File: config.mk
export PLATFORM = sky130hd
export DESIGN_NAME = wwd_top
export DESIGN_NICKNAME = d
export VERILOG_FILES = /design/src/logic/wwd_pkg.sv /design/src/logic/wwd_prescaler.sv /design/src/logic/wwd_top.sv
export SDC_FILE = /design/constraint.sdc
export NUM_CORES = 1
export LEC_CHECK = 0
export ABC_CLOCK_PERIOD_IN_PS = 3240
export BUFFER_PORTS_ARGS = -buffer_cell sky130_fd_sc_hd__buf_2
export CORE_ASPECT_RATIO = 1.4
export CORE_UTILIZATION = 40
export DETAILED_ROUTE_END_ITERATION = 8
export GPL_ROUTABILITY_DRIVEN = 0
export PLACE_DENSITY = 0.63
export SYNTH_ARGS = -nofsm -noshare
export SYNTH_HDL_FRONTEND = slang
export SYNTH_SLANG_ARGS = --single-unit
File: constraint.sdc
create_clock -name clk_i -period 3.24 [get_ports clk_i]
set_input_delay 0.324 -clock clk_i [delete_from_list [all_inputs] [get_ports clk_i]]
set_output_delay 0.324 -clock clk_i [all_outputs]
set_load 0.01 [all_outputs]
File: src/logic/wwd_pkg.sv
// constants of the windowed watchdog
`default_nettype none
package wwd_pkg;
  // register byte offsets on the bus
  localparam logic [4:0] ADR_CTRL  = 5'h00;
  localparam logic [4:0] ADR_CODE  = 5'h04;
  localparam logic [4:0] ADR_COUNT = 5'h08;
  localparam logic [4:0] ADR_STAT  = 5'h0c;
  localparam logic [4:0] ADR_ISTAT = 5'h10;
  localparam logic [4:0] ADR_IMASK = 5'h14;

  // control register fields
  localparam int CTRL_EN      = 0;
  localparam int CTRL_ACT     = 1;
  localparam int CTRL_WIN_LO  = 2;
  localparam int CTRL_PER_LO  = 4;
  localparam logic [5:0] CTRL_RESET = 6'h03;

  // control codes
  localparam logic [7:0] CODE_CLEAR   = 8'h4e;
  localparam logic [7:0] CODE_DISABLE = 8'hb1;

  // status register fields and the fixed pattern of its upper bits
  localparam int STAT_RUN = 0;
  localparam int STAT_WIN = 1;
  localparam int STAT_OVF = 2;
  localparam logic [4:0] STAT_HI = 5'h0b;

  // interrupt status and mask fields
  localparam int IRQ_OVF = 0;
  localparam int IRQ_WIN = 1;
  localparam int IRQ_RST = 2;
  localparam int IRQ_W   = 3;

  // window encodings
  localparam logic [1:0] WIN_ANY = 2'h0;

  // source clock: base divider from the 200 MHz system clock
  localparam int CLK_MHZ  = 200;
  localparam int SRC_KHZ  = 1000;
  localparam int SRC_DIV  = CLK_MHZ * 1000 / SRC_KHZ;
  localparam int PER_SHIFT = 2;

  typedef enum logic [1:0] {
    WWD_IDLE = 2'b00,
    WWD_ACK  = 2'b01
  } wwd_bus_t;
endpackage : wwd_pkg
`default_nettype wire

File: src/logic/wwd_prescaler.sv
// source clock divider for the watchdog counter
`default_nettype none
module wwd_prescaler #(
  parameter int BASE_DIV = wwd_pkg::SRC_DIV,
  parameter int W        = 24
) (
  input  wire logic       clk_i,
  input  wire logic       rst_i,
  input  wire logic       run_i,
  input  wire logic       hold_i,
  input  wire logic       restart_i,
  input  wire logic [1:0] period_i,
  output logic            tick_o
);
  logic [W-1:0] cnt_q;
  logic [W-1:0] limit;

  // each step of the period selector stretches the tick by four
  assign limit = W'(BASE_DIV << (wwd_pkg::PER_SHIFT * int'(period_i))) - W'(1);

  always_ff @(posedge clk_i) begin
    if (rst_i || !run_i || restart_i) begin
      cnt_q <= '0;
    end else if (!hold_i) begin
      cnt_q <= (cnt_q >= limit) ? '0 : cnt_q + W'(1);
    end
  end

  assign tick_o = run_i && !hold_i && !restart_i && (cnt_q >= limit);
endmodule // wwd_prescaler
`default_nettype wire

File: src/logic/wwd_top.sv
// windowed watchdog with wishbone register access
// Summary of operation
// - overflow with action select 1 raises a watchdog reset request
// - the reset request resets the whole device like a normal reset
// - clear code 0x4e zeroes the counter, which keeps counting
// - disable code 0xb1 stops the watchdog only when enable bit is 0
// - clear in the same cycle as overflow wins; no overflow detected
// - count register reads the present counter value
// - running flag is 1 while enabled, 0 once disabled
// - overflow interrupt request sets the overflow cause flag
// - clear outside the window sets the window violation flag
// - reading the status register clears both cause flags
// - a flag set in the same cycle as the read stays set
// - disabling the watchdog forces the counter to zero
// - out-of-window clear raises a request, counter keeps running
// - action select 0: overflow raises a non-maskable request, counting on
// - counter holds during stop, idle and sleep, then resumes
//
// The address map and register access over Wishbone were left to the implementer.
`default_nettype none
module wwd_top #(
  parameter int BASE_DIV = wwd_pkg::SRC_DIV
) (
  input  wire logic        clk_i,
  input  wire logic        rst_i,
  input  wire logic        wb_cyc_i,
  input  wire logic        wb_stb_i,
  input  wire logic        wb_we_i,
  input  wire logic [4:0]  wb_adr_i,
  input  wire logic [3:0]  wb_sel_i,
  input  wire logic [31:0] wb_dat_i,
  output logic [31:0]      wb_dat_o,
  output logic             wb_ack_o,
  input  wire logic        low_power_i,
  output logic             wdt_reset_req_o,
  output logic             nmi_req_o,
  output logic             irq_o
);
  localparam int IRQ_W = wwd_pkg::IRQ_W;

  logic [5:0]         ctrl_q;
  logic               run_q;
  logic [7:0]         cnt_q;
  logic [2:1]         flag_q;
  logic [IRQ_W-1:0]   ist_q;
  logic [IRQ_W-1:0]   imask_q;
  logic [31:0]        dat_q;
  wwd_pkg::wwd_bus_t  bus_q;
  logic               rst_req_q;
  logic               nmi_q;

  // a window of 00 admits any clear; others admit only the last part
  function automatic logic in_window(input logic [1:0] sel, input logic [7:0] c);
    case (sel)
      2'h0:    in_window = 1'b1;
      2'h1:    in_window = c[7];
      2'h2:    in_window = &c[7:6];
      2'h3:    in_window = &c[7:5];
      default: in_window = 1'b1;
    endcase
  endfunction

  // bus decode
  logic       req;
  logic       acc;
  logic       wr_lo;
  logic       wr_code;
  logic       rd_stat;
  logic [7:0] wbyte;

  assign req     = wb_cyc_i && wb_stb_i;
  assign acc     = req && (bus_q == wwd_pkg::WWD_ACK);
  assign wr_lo   = acc && wb_we_i && wb_sel_i[0];
  assign wbyte   = wb_dat_i[7:0];
  assign wr_code = wr_lo && (wb_adr_i == wwd_pkg::ADR_CODE);
  assign rd_stat = acc && !wb_we_i && (wb_adr_i == wwd_pkg::ADR_STAT);

  // watchdog events
  logic tick;
  logic hold;
  logic clr_cmd;
  logic clr_ok;
  logic clr_bad;
  logic dis_cmd;
  logic ovf;
  logic ovf_nmi;
  logic ovf_rst;

  assign hold    = low_power_i;
  assign clr_cmd = wr_code && (wbyte == wwd_pkg::CODE_CLEAR);
  assign dis_cmd = wr_code && (wbyte == wwd_pkg::CODE_DISABLE)
                   && !ctrl_q[wwd_pkg::CTRL_EN];
  assign clr_ok  = clr_cmd && run_q
                   && in_window(ctrl_q[wwd_pkg::CTRL_WIN_LO +: 2], cnt_q);
  assign clr_bad = clr_cmd && run_q && !clr_ok;
  // a clear or a disable in the same cycle hides the overflow
  assign ovf     = run_q && tick && (cnt_q == 8'hff) && !clr_ok && !dis_cmd;
  assign ovf_rst = ovf && ctrl_q[wwd_pkg::CTRL_ACT];
  assign ovf_nmi = ovf && !ctrl_q[wwd_pkg::CTRL_ACT];

  wwd_prescaler #(
    .BASE_DIV (BASE_DIV),
    .W        (24)
  ) u_pre (
    .clk_i     (clk_i),
    .rst_i     (rst_i),
    .run_i     (run_q),
    .hold_i    (hold),
    .restart_i (clr_ok),
    .period_i  (ctrl_q[wwd_pkg::CTRL_PER_LO +: 2]),
    .tick_o    (tick)
  );

  // wishbone: ack one cycle after the request, dropped the cycle after
  always_ff @(posedge clk_i) begin
    if (rst_i) begin
      bus_q <= wwd_pkg::WWD_IDLE;
    end else if (bus_q == wwd_pkg::WWD_ACK) begin
      bus_q <= wwd_pkg::WWD_IDLE;
    end else if (req) begin
      bus_q <= wwd_pkg::WWD_ACK;
    end
  end

  assign wb_ack_o = acc;

  // read data captured one edge before ack; unmapped reads give zero
  always_ff @(posedge clk_i) begin
    if (rst_i) begin
      dat_q <= 32'h0;
    end else if (req && bus_q == wwd_pkg::WWD_IDLE && !wb_we_i) begin
      case (wb_adr_i)
        wwd_pkg::ADR_CTRL:  dat_q <= {26'h0, ctrl_q};
        wwd_pkg::ADR_COUNT: dat_q <= {24'h0, cnt_q};
        wwd_pkg::ADR_STAT:  dat_q <= {24'h0, wwd_pkg::STAT_HI, flag_q, run_q};
        wwd_pkg::ADR_ISTAT: dat_q <= {29'h0, ist_q};
        wwd_pkg::ADR_IMASK: dat_q <= {29'h0, imask_q};
        default:            dat_q <= 32'h0;
      endcase
    end
  end

  assign wb_dat_o = dat_q;

  // control register
  always_ff @(posedge clk_i) begin
    if (rst_i) begin
      ctrl_q <= wwd_pkg::CTRL_RESET;
    end else if (wr_lo && wb_adr_i == wwd_pkg::ADR_CTRL) begin
      ctrl_q <= wbyte[5:0];
    end
  end

  // running state: enable bit starts it, only the disable code stops it
  always_ff @(posedge clk_i) begin
    if (rst_i) begin
      run_q <= 1'b1;
    end else if (dis_cmd) begin
      run_q <= 1'b0;
    end else if (wr_lo && wb_adr_i == wwd_pkg::ADR_CTRL && wbyte[wwd_pkg::CTRL_EN]) begin
      run_q <= 1'b1;
    end
  end

  // 8-bit up counter, wraps on overflow and keeps counting
  always_ff @(posedge clk_i) begin
    if (rst_i || !run_q || dis_cmd) begin
      cnt_q <= 8'h00;
    end else if (clr_ok) begin
      cnt_q <= 8'h00;
    end else if (tick) begin
      cnt_q <= cnt_q + 8'h01;
    end
  end

  // cause flags: set beats the clear by read; only bits shown are cleared
  always_ff @(posedge clk_i) begin
    if (rst_i) begin
      flag_q <= 2'b00;
    end else begin
      flag_q[wwd_pkg::STAT_OVF] <= ovf_nmi
        || (flag_q[wwd_pkg::STAT_OVF] && !(rd_stat && dat_q[wwd_pkg::STAT_OVF]));
      flag_q[wwd_pkg::STAT_WIN] <= clr_bad
        || (flag_q[wwd_pkg::STAT_WIN] && !(rd_stat && dat_q[wwd_pkg::STAT_WIN]));
    end
  end

  // request outputs to the reset controller and the interrupt controller
  always_ff @(posedge clk_i) begin
    if (rst_i) begin
      rst_req_q <= 1'b0;
      nmi_q     <= 1'b0;
    end else begin
      rst_req_q <= ovf_rst;
      nmi_q     <= ovf_nmi || clr_bad;
    end
  end

  assign wdt_reset_req_o = rst_req_q;
  assign nmi_req_o       = nmi_q;

  // sticky interrupt status, write one to clear; set wins
  logic [IRQ_W-1:0] ev;
  logic [IRQ_W-1:0] w1c;

  assign ev  = {ovf_rst, clr_bad, ovf_nmi};
  assign w1c = (wr_lo && wb_adr_i == wwd_pkg::ADR_ISTAT) ? wbyte[IRQ_W-1:0] : '0;

  always_ff @(posedge clk_i) begin
    if (rst_i) begin
      ist_q <= '0;
    end else begin
      ist_q <= (ist_q & ~w1c) | ev;
    end
  end

  always_ff @(posedge clk_i) begin
    if (rst_i) begin
      imask_q <= '0;
    end else if (wr_lo && wb_adr_i == wwd_pkg::ADR_IMASK) begin
      imask_q <= wbyte[IRQ_W-1:0];
    end
  end

  // the nmi path ignores this mask; irq_o is the maskable summary
  assign irq_o = |(ist_q & imask_q);
endmodule // wwd_top
`default_nettype wire

[Word level (Yosys, flattened, before mapping)]
Cells that the tools add are included.
Word-level totals
  bits in registers: 82
  output and inout bits: 36
  logic and storage cells: 93
Operators by class
  reduce and logical (&&, ||, !) cells: 56
  bitwise gates (word level): 4
  shift operators: 1
  eq/ne operators: 11
  order comparisons: 1
  $add $sub $neg: 3
  muxes and demuxes: 6
Operators by type and width (number)
  case mux 8 bit (5 select lines): 1
  logical AND 1 bit: 32
  adder 24 x 1 -> 24 bit, second input constant: 1
  greater-or-equal comparator 24 bit: 1
  2-to-1 mux 24 bit: 1
  left shift 8 x 3 -> 24 bit, first input constant: 1
  subtractor 24 x 2 -> 24 bit, second input constant: 1
  == test 8 bit, second input constant: 2
  == test 5 x 4 -> 1 bit, second input constant: 2
  == test 5 bit, second input constant: 2
  zero test 1 bit: 9
  adder 8 x 1 -> 8 bit, second input constant: 1
  == test 8 x 7 -> 1 bit, second input constant: 1
  AND 3 bit: 2
  logical OR 1 bit: 6
  == test 5 x 3 -> 1 bit, second input constant: 1
  zero test 5 bit: 1
  == test 2 bit, second input constant: 2
  zero test 2 bit: 2
  case mux 1 bit (4 select lines): 1
  OR reduction 2 bit: 2
  2-to-1 mux 3 bit: 1
  NOT 3 bit: 1
  bitwise OR 3 bit: 1
  other kinds (6): 7

[Longest topological paths before layout]
Gate-level depths: netlist of the first run.
  depth in word-level cells: 17
  mapped depth: 12
  mapped depth without buffers: 11

[By module]
A second synthesis of the first run with hierarchy kept.
Unflattened totals
  cell total of the unflattened synthesis: 398
  area, all modules: 3438.3 sq um
Modules (own cells, without submodules)
  wwd_top: times used 1, cells each 214, area an instance 1858.0 sq um, seq. area each 680.7 sq um
  wwd_prescaler: times used 1, cells each 184, area an instance 1580.3 sq um, seq. area each 480.5 sq um

[Least setup slack after synthesis of the first run]
No wires, ideal clock.
  path kind: reg2reg
  start point: register ctrl_q[4]
  end point: register u_pre.cnt_q[20]
  setup slack: 0.365 ns
  clock period less this slack: 2.875 ns
  cell stages (with the launch flop): 13
  arrival time: 2.758 ns
  path buffers: 1
  path through: dfxtp_1 inv_1 ha_1 nor4_1 nand2_1 ha_1 nand4_1 nor3_1 a22oi_1 a31oi_2 nand2b_1 buf_4 nor2_1
Between the ends
  cells in the longest elaborated chain, start to end: 4
Ends and longest elaborated chain
  start, declared: line wwd_top.sv:41  | logic [5:0] ctrl_q;
  start signal, assigned: line wwd_top.sv:148  | ctrl_q <= wwd_pkg::CTRL_RESET;
  start signal, assigned: line wwd_top.sv:150  | ctrl_q <= wbyte[5:0];
  left shift 8 x 3 -> 24 bit: line wwd_prescaler.sv:19  | assign limit = W'(BASE_DIV << (wwd_pkg::PER_SHIFT * int'(period_i))) - W'(1);
  subtractor 24 x 2 -> 24 bit: line wwd_prescaler.sv:19
  greater-or-equal comparator 24 bit: line wwd_prescaler.sv:25  | cnt_q <= (cnt_q >= limit) ? '0 : cnt_q + W'(1);
  2-to-1 mux 24 bit: line wwd_prescaler.sv:25
  end signal, assigned: line wwd_prescaler.sv:25
  end, declared: line wwd_prescaler.sv:15  | logic [W-1:0] cnt_q;
Every way passes these cells.
A chain may end at the register's enable or synchronous reset.

[Worst setup path in the final report of the first run]
  start point: register ctrl_q[4]
  end point: register u_pre.cnt_q[1]
The elaborated chain is that of the path after synthesis.

==> reports/metrics.yaml, run 1 <==
status:
  run_status: "complete, no violations"
yosys:
  ys_seq_area_share_pct: 34.3
  synthCells: 398
  yosys.cell_types.count: 52
  netlist_area_um2: 3380
  async_flop_share_pct: 0
  synth-main-ff-cell: "dfxtp_1"
  ys_seq_elements: 58
  syn_area_per_cell_um2: 8.50
  ys_warn_count: 0
  synth-edff-count: 0
  synth_top_cell_area_share_pct: 34.3
  synth.area.top_cells: "dfxtp_1 34%, ha_1 9.2%, buf_4 5.8%"
  synth_area_leader_cell: "dfxtp_1"
floorplanning:
  die_h_um: 111
  die_w_um: 79.7
  core_region_area_um2: 8200
  start_util_pct: 41.3
  row_count: 39
  io_pins: 83
  die_area_um2: 8830
grt:
  grt_pass1_wl_um: 12700
  grt_max_degree: 22
  grt_pass1_vias: 2745
  overflow: 0
  track_usage_pct: 18.6
  antenna_found_initial: 0
setup_path:
  cp-end-kind: "flop"
  ff2ff_setup_slack_ns: 0.24
  worstPathRequired_ns: 3.49
  reg2regPathDepth: 11
  start_kind: "flop"
  crit_top_cell: "ha_1"
  crit_chain: "inv_1, ha_1, buf_4, xor2_1, ha_1, a211oi_1, nor2_1, o311ai_2, nand3_1, or3b_1, a21boi_1"
  r2r_end: "u_pre.cnt_q[1]"
  slowest_delay_ns: 0.46
  timing.rr.start: "ctrl_q[4]"
  critical_path_class: "reg2reg"
  crit_arrival_ns: 3.25
  cpMaxStageDelayCell: "o311ai_2"
  cp_max_fo: 5
cells_and_area:
  drive_above_1_share_pct: 14.3
  area_delta_synth_final_pct: 16.0
  multi_input_area_um2: 2070
  finish.utilization_pct: 47.9
  nFillCells: 802
  nets: 515
  regArea_um2: 1160
  fin_cells: 549
  antennaDiodeCount: 0
clock_network:
  clkLatencyLatePin_ns: 0.33
  cts_setup_buffers: 0
  htree_levels: 3
  numCtsBuffers: 9
  clk_pin_slew_ns: 0.05
  cts_sinks: 58
  clock_path_buffers: 2
  post_cts_resize_count: 0
  cts_tree: "done"
  postCtsHoldBufs: 0
  cts-root-buf: "clkbuf_16"
timing:
  finalHoldViolations: 0
  setup_viol: 0
  fin_tns_setup_ns: 0
  timing.fmax_ghz: 0.334
  drv_slew: 0
  period_minus_slack_ns: 3.00
  tightest_slew_ns: 0.823
  rsz0062_at_grt: "false"
  relSlewSlack_pct: 44.6
  finalClockSkew_ns: 0.00678
  period_share_pct: 92.5
  holdWs_ns: 0.274
min_path:
  hold_end: "ctrl_q[3]"
  hold_depth: 3
  holdCritPathClass: "in2reg"
  worstHoldStart: "wb_dat_i[3]"
power_and_ir_drop:
  ir_drop_mv: 0.318
  p_leak_nw: 1.65
  p_per_area_nw_per_um2: 424
detailed_routing:
  drt_pass1_iterations: 4
  routed_wl_um: 7170
  drtIter0Drc: 99
  wl_per_cell_um: 13.1
  drc: 0
  ant_nets: 0
  vias: 2815
  vias_per_cell: 5.13
place:
  dp_hpwl_um: 5530
  placed_cells: 534
  io_buffers: 31
job:
  timing.max_cap.violations: 0
-- where the power goes --
group	total (mW)	internal [mW]	switching, mW	leakage (nW)
combinational	0.0855	0.0280	0.0576	1.04
clock	0.855	0.549	0.307	0.138
sequential	0.723	0.719	0.00358	0.468
-- stage by stage --
| step | power, mW | setup slack (ns) | area [um2] |
|---|---|---|---|
| finish | 1.66 | 0.244 | 3920 |
| CTS | 1.68 | 0.168 | 3910 |
| global placement | 0.820 | 0.259 | 3630 |
| global route | 1.73 | 0.0253 | 3920 |
| floorplan | 0.811 | 0.365 | 3480 |
| detailed placement | 0.822 | 0.196 | 3630 |
-- critical path: cells and delay by family (launching register included) --
kind | cells | cell delay, ns
compound gates | 3 | 0.84
xor+xnor | 1 | 0.16
fa+ha+maj | 2 | 0.52
buf+inv | 2 | 0.23
flops | 1 | 0.40
simple gates | 3 | 0.75
-- logic make-up after synthesis --
kind of cell / count (synthesis) / synth area share [%]
compound gates: 48 / 10.2
simple gates: 176 / 26.0
buf+inv: 45 / 7.92
mux: 17 / 5.03
fa+ha+maj: 25 / 9.25
other cells: 2 / 0.222
flops: 58 / 34.3
xor+xnor: 27 / 6.99
-- state kept, by name (all words and copies together) (netlist names) --
register and flops:
u_pre.cnt_q 24, cnt_q 8, wb_dat_o 8, ctrl_q 6, imask_q 3, ist_q 3, flag_q 2, bus_q 1
nmi_req_o 1, run_q 1, wdt_reset_req_o 1
-- layer usage --
layer / part of all wire [%] / up-vias / global-route usage (%)
li1: - / 1452 / -
met1: 42 / 1297 / 20.2
met2: 53 / 55 / 33.2
met3: 2.5 / 11 / 3.79
met4: 2.5 / 0 / 9.33
met5: 0 / - / 0
-- layout by cell type, fill, tap and decap left out, types with 4 or more instances in the layout --
cell       instances
clkbuf_16          9
nand3_1           22
ha_1              25
dfxtp_1           58
buf_4             11
inv_1             10
xnor2_1           11
nor3b_1            4
and3_1             7
conb_1            28
buf_2             31
a211oi_1           4
o21ai_0            6
nand2_1           42
nor3_1            14
nor2_1            52
mux2i_1           17
a311oi_1           4
a21oi_1           10
xor2_1            16
nand4_1            9
-- worst max path at each step --
stage | start | end | slack [ns] | cells past startpoint
3_5_place_dp | ctrl_q[4] | u_pre.cnt_q[1] | 0.20 | 12
4_1_cts | ctrl_q[4] | u_pre.cnt_q[1] | 0.17 | 12
3_3_place_gp | ctrl_q[4] | u_pre.cnt_q[1] | 0.26 | 12
5_1_grt | ctrl_q[4] | cnt_q[4] | 0.03 | 13
6_report | ctrl_q[4] | u_pre.cnt_q[1] | 0.24 | 11
2_1_floorplan | ctrl_q[4] | u_pre.cnt_q[20] | 0.37 | 12
-- cell usage after synthesis, types with 2 or more instances --
library cell   n
nor4_1         2
nor3_1        14
and4_1         2
nor2_1        52
ha_1          25
conb_1         2
and2_1         2
clkbuf_1       7
o22ai_1        3
o311a_1        2
nor3b_1        4
a311oi_1       5
a21o_1         3
xnor2_1       11
and3_1         7
nand3_1       22
nor2b_1        3
inv_1         10
nand4_1        9
o21ai_0        6
a22oi_1        4
or3_1          2
a211oi_1       4
buf_4         26
nand4b_1       2
nand2_1       42
dfxtp_1       58
nand2b_1       2
xor2_1        16
mux2i_1       17
nor4b_1        3
a21oi_1       10
nand3b_1       2
-- final cells by class --
type,instances,share of cell area [%]
inverters,10,0.957
repair buffers,43,6.57
clock inverters,3,0.383
well taps,102,3.25
multi-input cells,321,52.7
flip-flops and latches,58,29.6
clock buffers,12,6.54
Power figures use the tool's default switching activity.
==> inputs of run 2 (changes only) <==
--- a/config.mk
+++ b/config.mk
@@ -8,10 +8,11 @@
 export ABC_CLOCK_PERIOD_IN_PS = 3240
 export BUFFER_PORTS_ARGS = -buffer_cell sky130_fd_sc_hd__buf_2
 export CORE_ASPECT_RATIO = 1.4
-export CORE_UTILIZATION = 40
+export CORE_UTILIZATION = 35
 export DETAILED_ROUTE_END_ITERATION = 8
 export GPL_ROUTABILITY_DRIVEN = 0
-export PLACE_DENSITY = 0.63
+export PLACE_DENSITY = 0.56
+export SLEW_MARGIN = 20
 export SYNTH_ARGS = -nofsm -noshare
 export SYNTH_HDL_FRONTEND = slang
 export SYNTH_SLANG_ARGS = --single-unit
==> reports/metrics.yaml, run 2 (synthesis results as in run 1) <==
status:
  run_status: "complete, no violations"
clock_network:
  cts_sinks: 58  # unchanged
  clkLatencyLatePin_ns: 0.33  # about the same
  htree_levels: 3  # unchanged
  clock_path_buffers: 2  # unchanged
  numCtsBuffers: 9  # unchanged
  cts-root-buf: "clkbuf_16"
  clk_pin_slew_ns: 0.05  # about the same
  cts_setup_buffers: 0  # unchanged
  cts_tree: "done"
detailed_routing:
  vias_per_cell: 5.11  # -0.42%
  drt_pass1_iterations: 4  # unchanged
  drc: 0  # unchanged
  wl_per_cell_um: 13.7  # +5.0%
  drtIter0Drc: 60  # -39%
  ant_nets: 0  # unchanged
  vias: 2844  # +1.0%
  routed_wl_um: 7640  # +6.6%
grt:
  grt_max_degree: 22  # unchanged
  track_usage_pct: 16.3  # -2.3 points
  antenna_found_initial: 0  # unchanged
  grt_pass1_wl_um: 12600  # -0.76%
  overflow: 0  # unchanged
  grt_pass1_vias: 2699  # -1.7%
cells_and_area:
  top_register: "u_pre.cnt_q"
  nFillCells: 952  # +19%
  antennaDiodeCount: 0  # unchanged
  drive_above_1_share_pct: 14.3  # unchanged
  layout_common_cells: "57 x dfxtp_1, 52 x nor2_1, 42 x nand2_1"
  largest_reg_flops: 24  # unchanged
  area_delta_synth_final_pct: 16.5
  final_common_cell: "dfxtp_1"
  nets: 514  # -0.19%
setup_path:
  critical_path_class: "reg2reg"
  crit_chain: "inv_1, ha_1, buf_4, xor2_1, ha_1, a211oi_1, nor2_1, o311ai_2, buf_4, nand3_1, or3b_1, a21boi_1"
  cp_max_fo: 6  # +1
  cp-end-kind: "flop"
  path_buf_inv: 3  # +1
  worst_path_dominant_cell_family: "compound AO/OA/AOI/OAI gates"
  cpMaxStageDelayCell: "or3b_1"
  crit_arrival_ns: 3.24  # about the same
  worstPathRequired_ns: 3.50  # about the same
  start_kind: "flop"
  slowest_delay_ns: 0.41  # -0.05 ns
timing:
  timing.fmax_ghz: 0.336  # +0.54%
  finalHoldViolations: 0  # unchanged
  fin_tns_setup_ns: 0  # unchanged
  period_minus_slack_ns: 2.98  # -0.0161 ns
  relSlewSlack_pct: 42.8  # -1.8 points
  finalClockSkew_ns: 0.0124  # +0.00563 ns
  rsz0062_at_grt: "false"
  period_share_pct: 92.0  # -0.50 points
  drv_slew: 0  # unchanged
  setup_viol: 0  # unchanged
  tightest_slew_ns: 0.851  # +0.0285 ns
floorplanning:
  start_util_pct: 36.0  # -5.3 points
  io_pins: 83  # unchanged
  core_region_area_um2: 9410  # +15%
  die_w_um: 85.1  # +6.7%
  die_area_um2: 10100  # +14%
  row_count: 42  # +7.7%
  die_h_um: 118  # +6.8%
power_and_ir_drop:
  sequentialPowerShare_pct: 42.4  # -1.1 points
  p_per_area_nw_per_um2: 433  # +2.0%
  p_leak_nw: 1.65  # about the same
  internal_power_mw: 1.32  # +2.1%
  finalPower_mw: 1.70  # +2.4%
  p_sw_uw: 381  # +3.5%
  pwr-share-clk_pct: 52.6  # +1.2 points
  ir_drop_mv: 0.308  # -3.1%
  p_comb_share_pct: 5.1  # about the same
  sw_frac_of_total_pct: 22.3  # +0.24 points
place:
  dp_hpwl_um: 5850  # +5.7%
  io_buffers: 31  # unchanged
min_path:
  holdCritPathClass: "in2reg"
job:
  timing.max_cap.violations: 0  # unchanged
## run 2: path summary, 6_finish.rpt
path / cells past startpoint / endpoint / slack [ns] / start
setup / recovery: 12 / u_pre.cnt_q[1] / 0.26 / ctrl_q[4]
hold / removal: 3 / ctrl_q[3] / 0.26 / wb_dat_i[3]
setup reg to reg: 12 / u_pre.cnt_q[1] / 0.26 / ctrl_q[4]
hold reg to reg: 2 / flag_q[2] / 0.45 / flag_q[2]
## run 2: timing repair
action,in CTS,in global routing
hold buffers,0,0
gates resized for setup,0,4
setup endpoints to repair,0,16
## run 2: layout make-up
cell class / count / area (um2) / share of cell area, %
clock buffers: 14 / 274 / 6.95
clock inverters: 2 / 10.0 / 0.254
inverters: 10 / 37.5 / 0.953
multi-input cells: 321 / 2070 / 52.5
flip-flops and latches: 58 / 1160 / 29.5
well taps: 110 / 138 / 3.49
repair buffers: 42 / 250 / 6.35
## run 2: routing by layer
layer	share of wire (%)	up-vias	global-route usage [%]
li1	-	1449	-
met1	41	1334	17.4
met2	53	44	28.8
met3	2.4	17	2.93
met4	3.4	0	10.7
met5	0	-	0
## run 2: through the flow
step	util, %	hold WS [ns]	instance area, um2	instances	setup WS, ns
after CTS	41.7	0.251	3920	557	0.103
after global placement	38.7	0.439	3640	541	0.127
after detailed placement	38.7	0.443	3640	541	0.154
final	41.9	0.263	3940	557	0.260
after floorplan	-	0.430	3480	424	0.365
after global routing	41.9	0.303	3940	557	0.00212
## run 2: power groups by stage
stage | Combinational (mW) | Clock [mW] | Sequential [mW]
2_1_floorplan | 0.0737 | 0 | 0.737
3_3_place_gp | 0.0846 | 0 | 0.737
3_5_place_dp | 0.0855 | 0 | 0.737
4_1_cts | 0.0858 | 0.919 | 0.722
5_1_grt | 0.0963 | 0.954 | 0.722
6_report | 0.0861 | 0.896 | 0.723
## run 2: worst min-delay path: stages
cell	delay [ns]
buf_2	0.10
mux2i_1	0.06
nor2_1	0.08
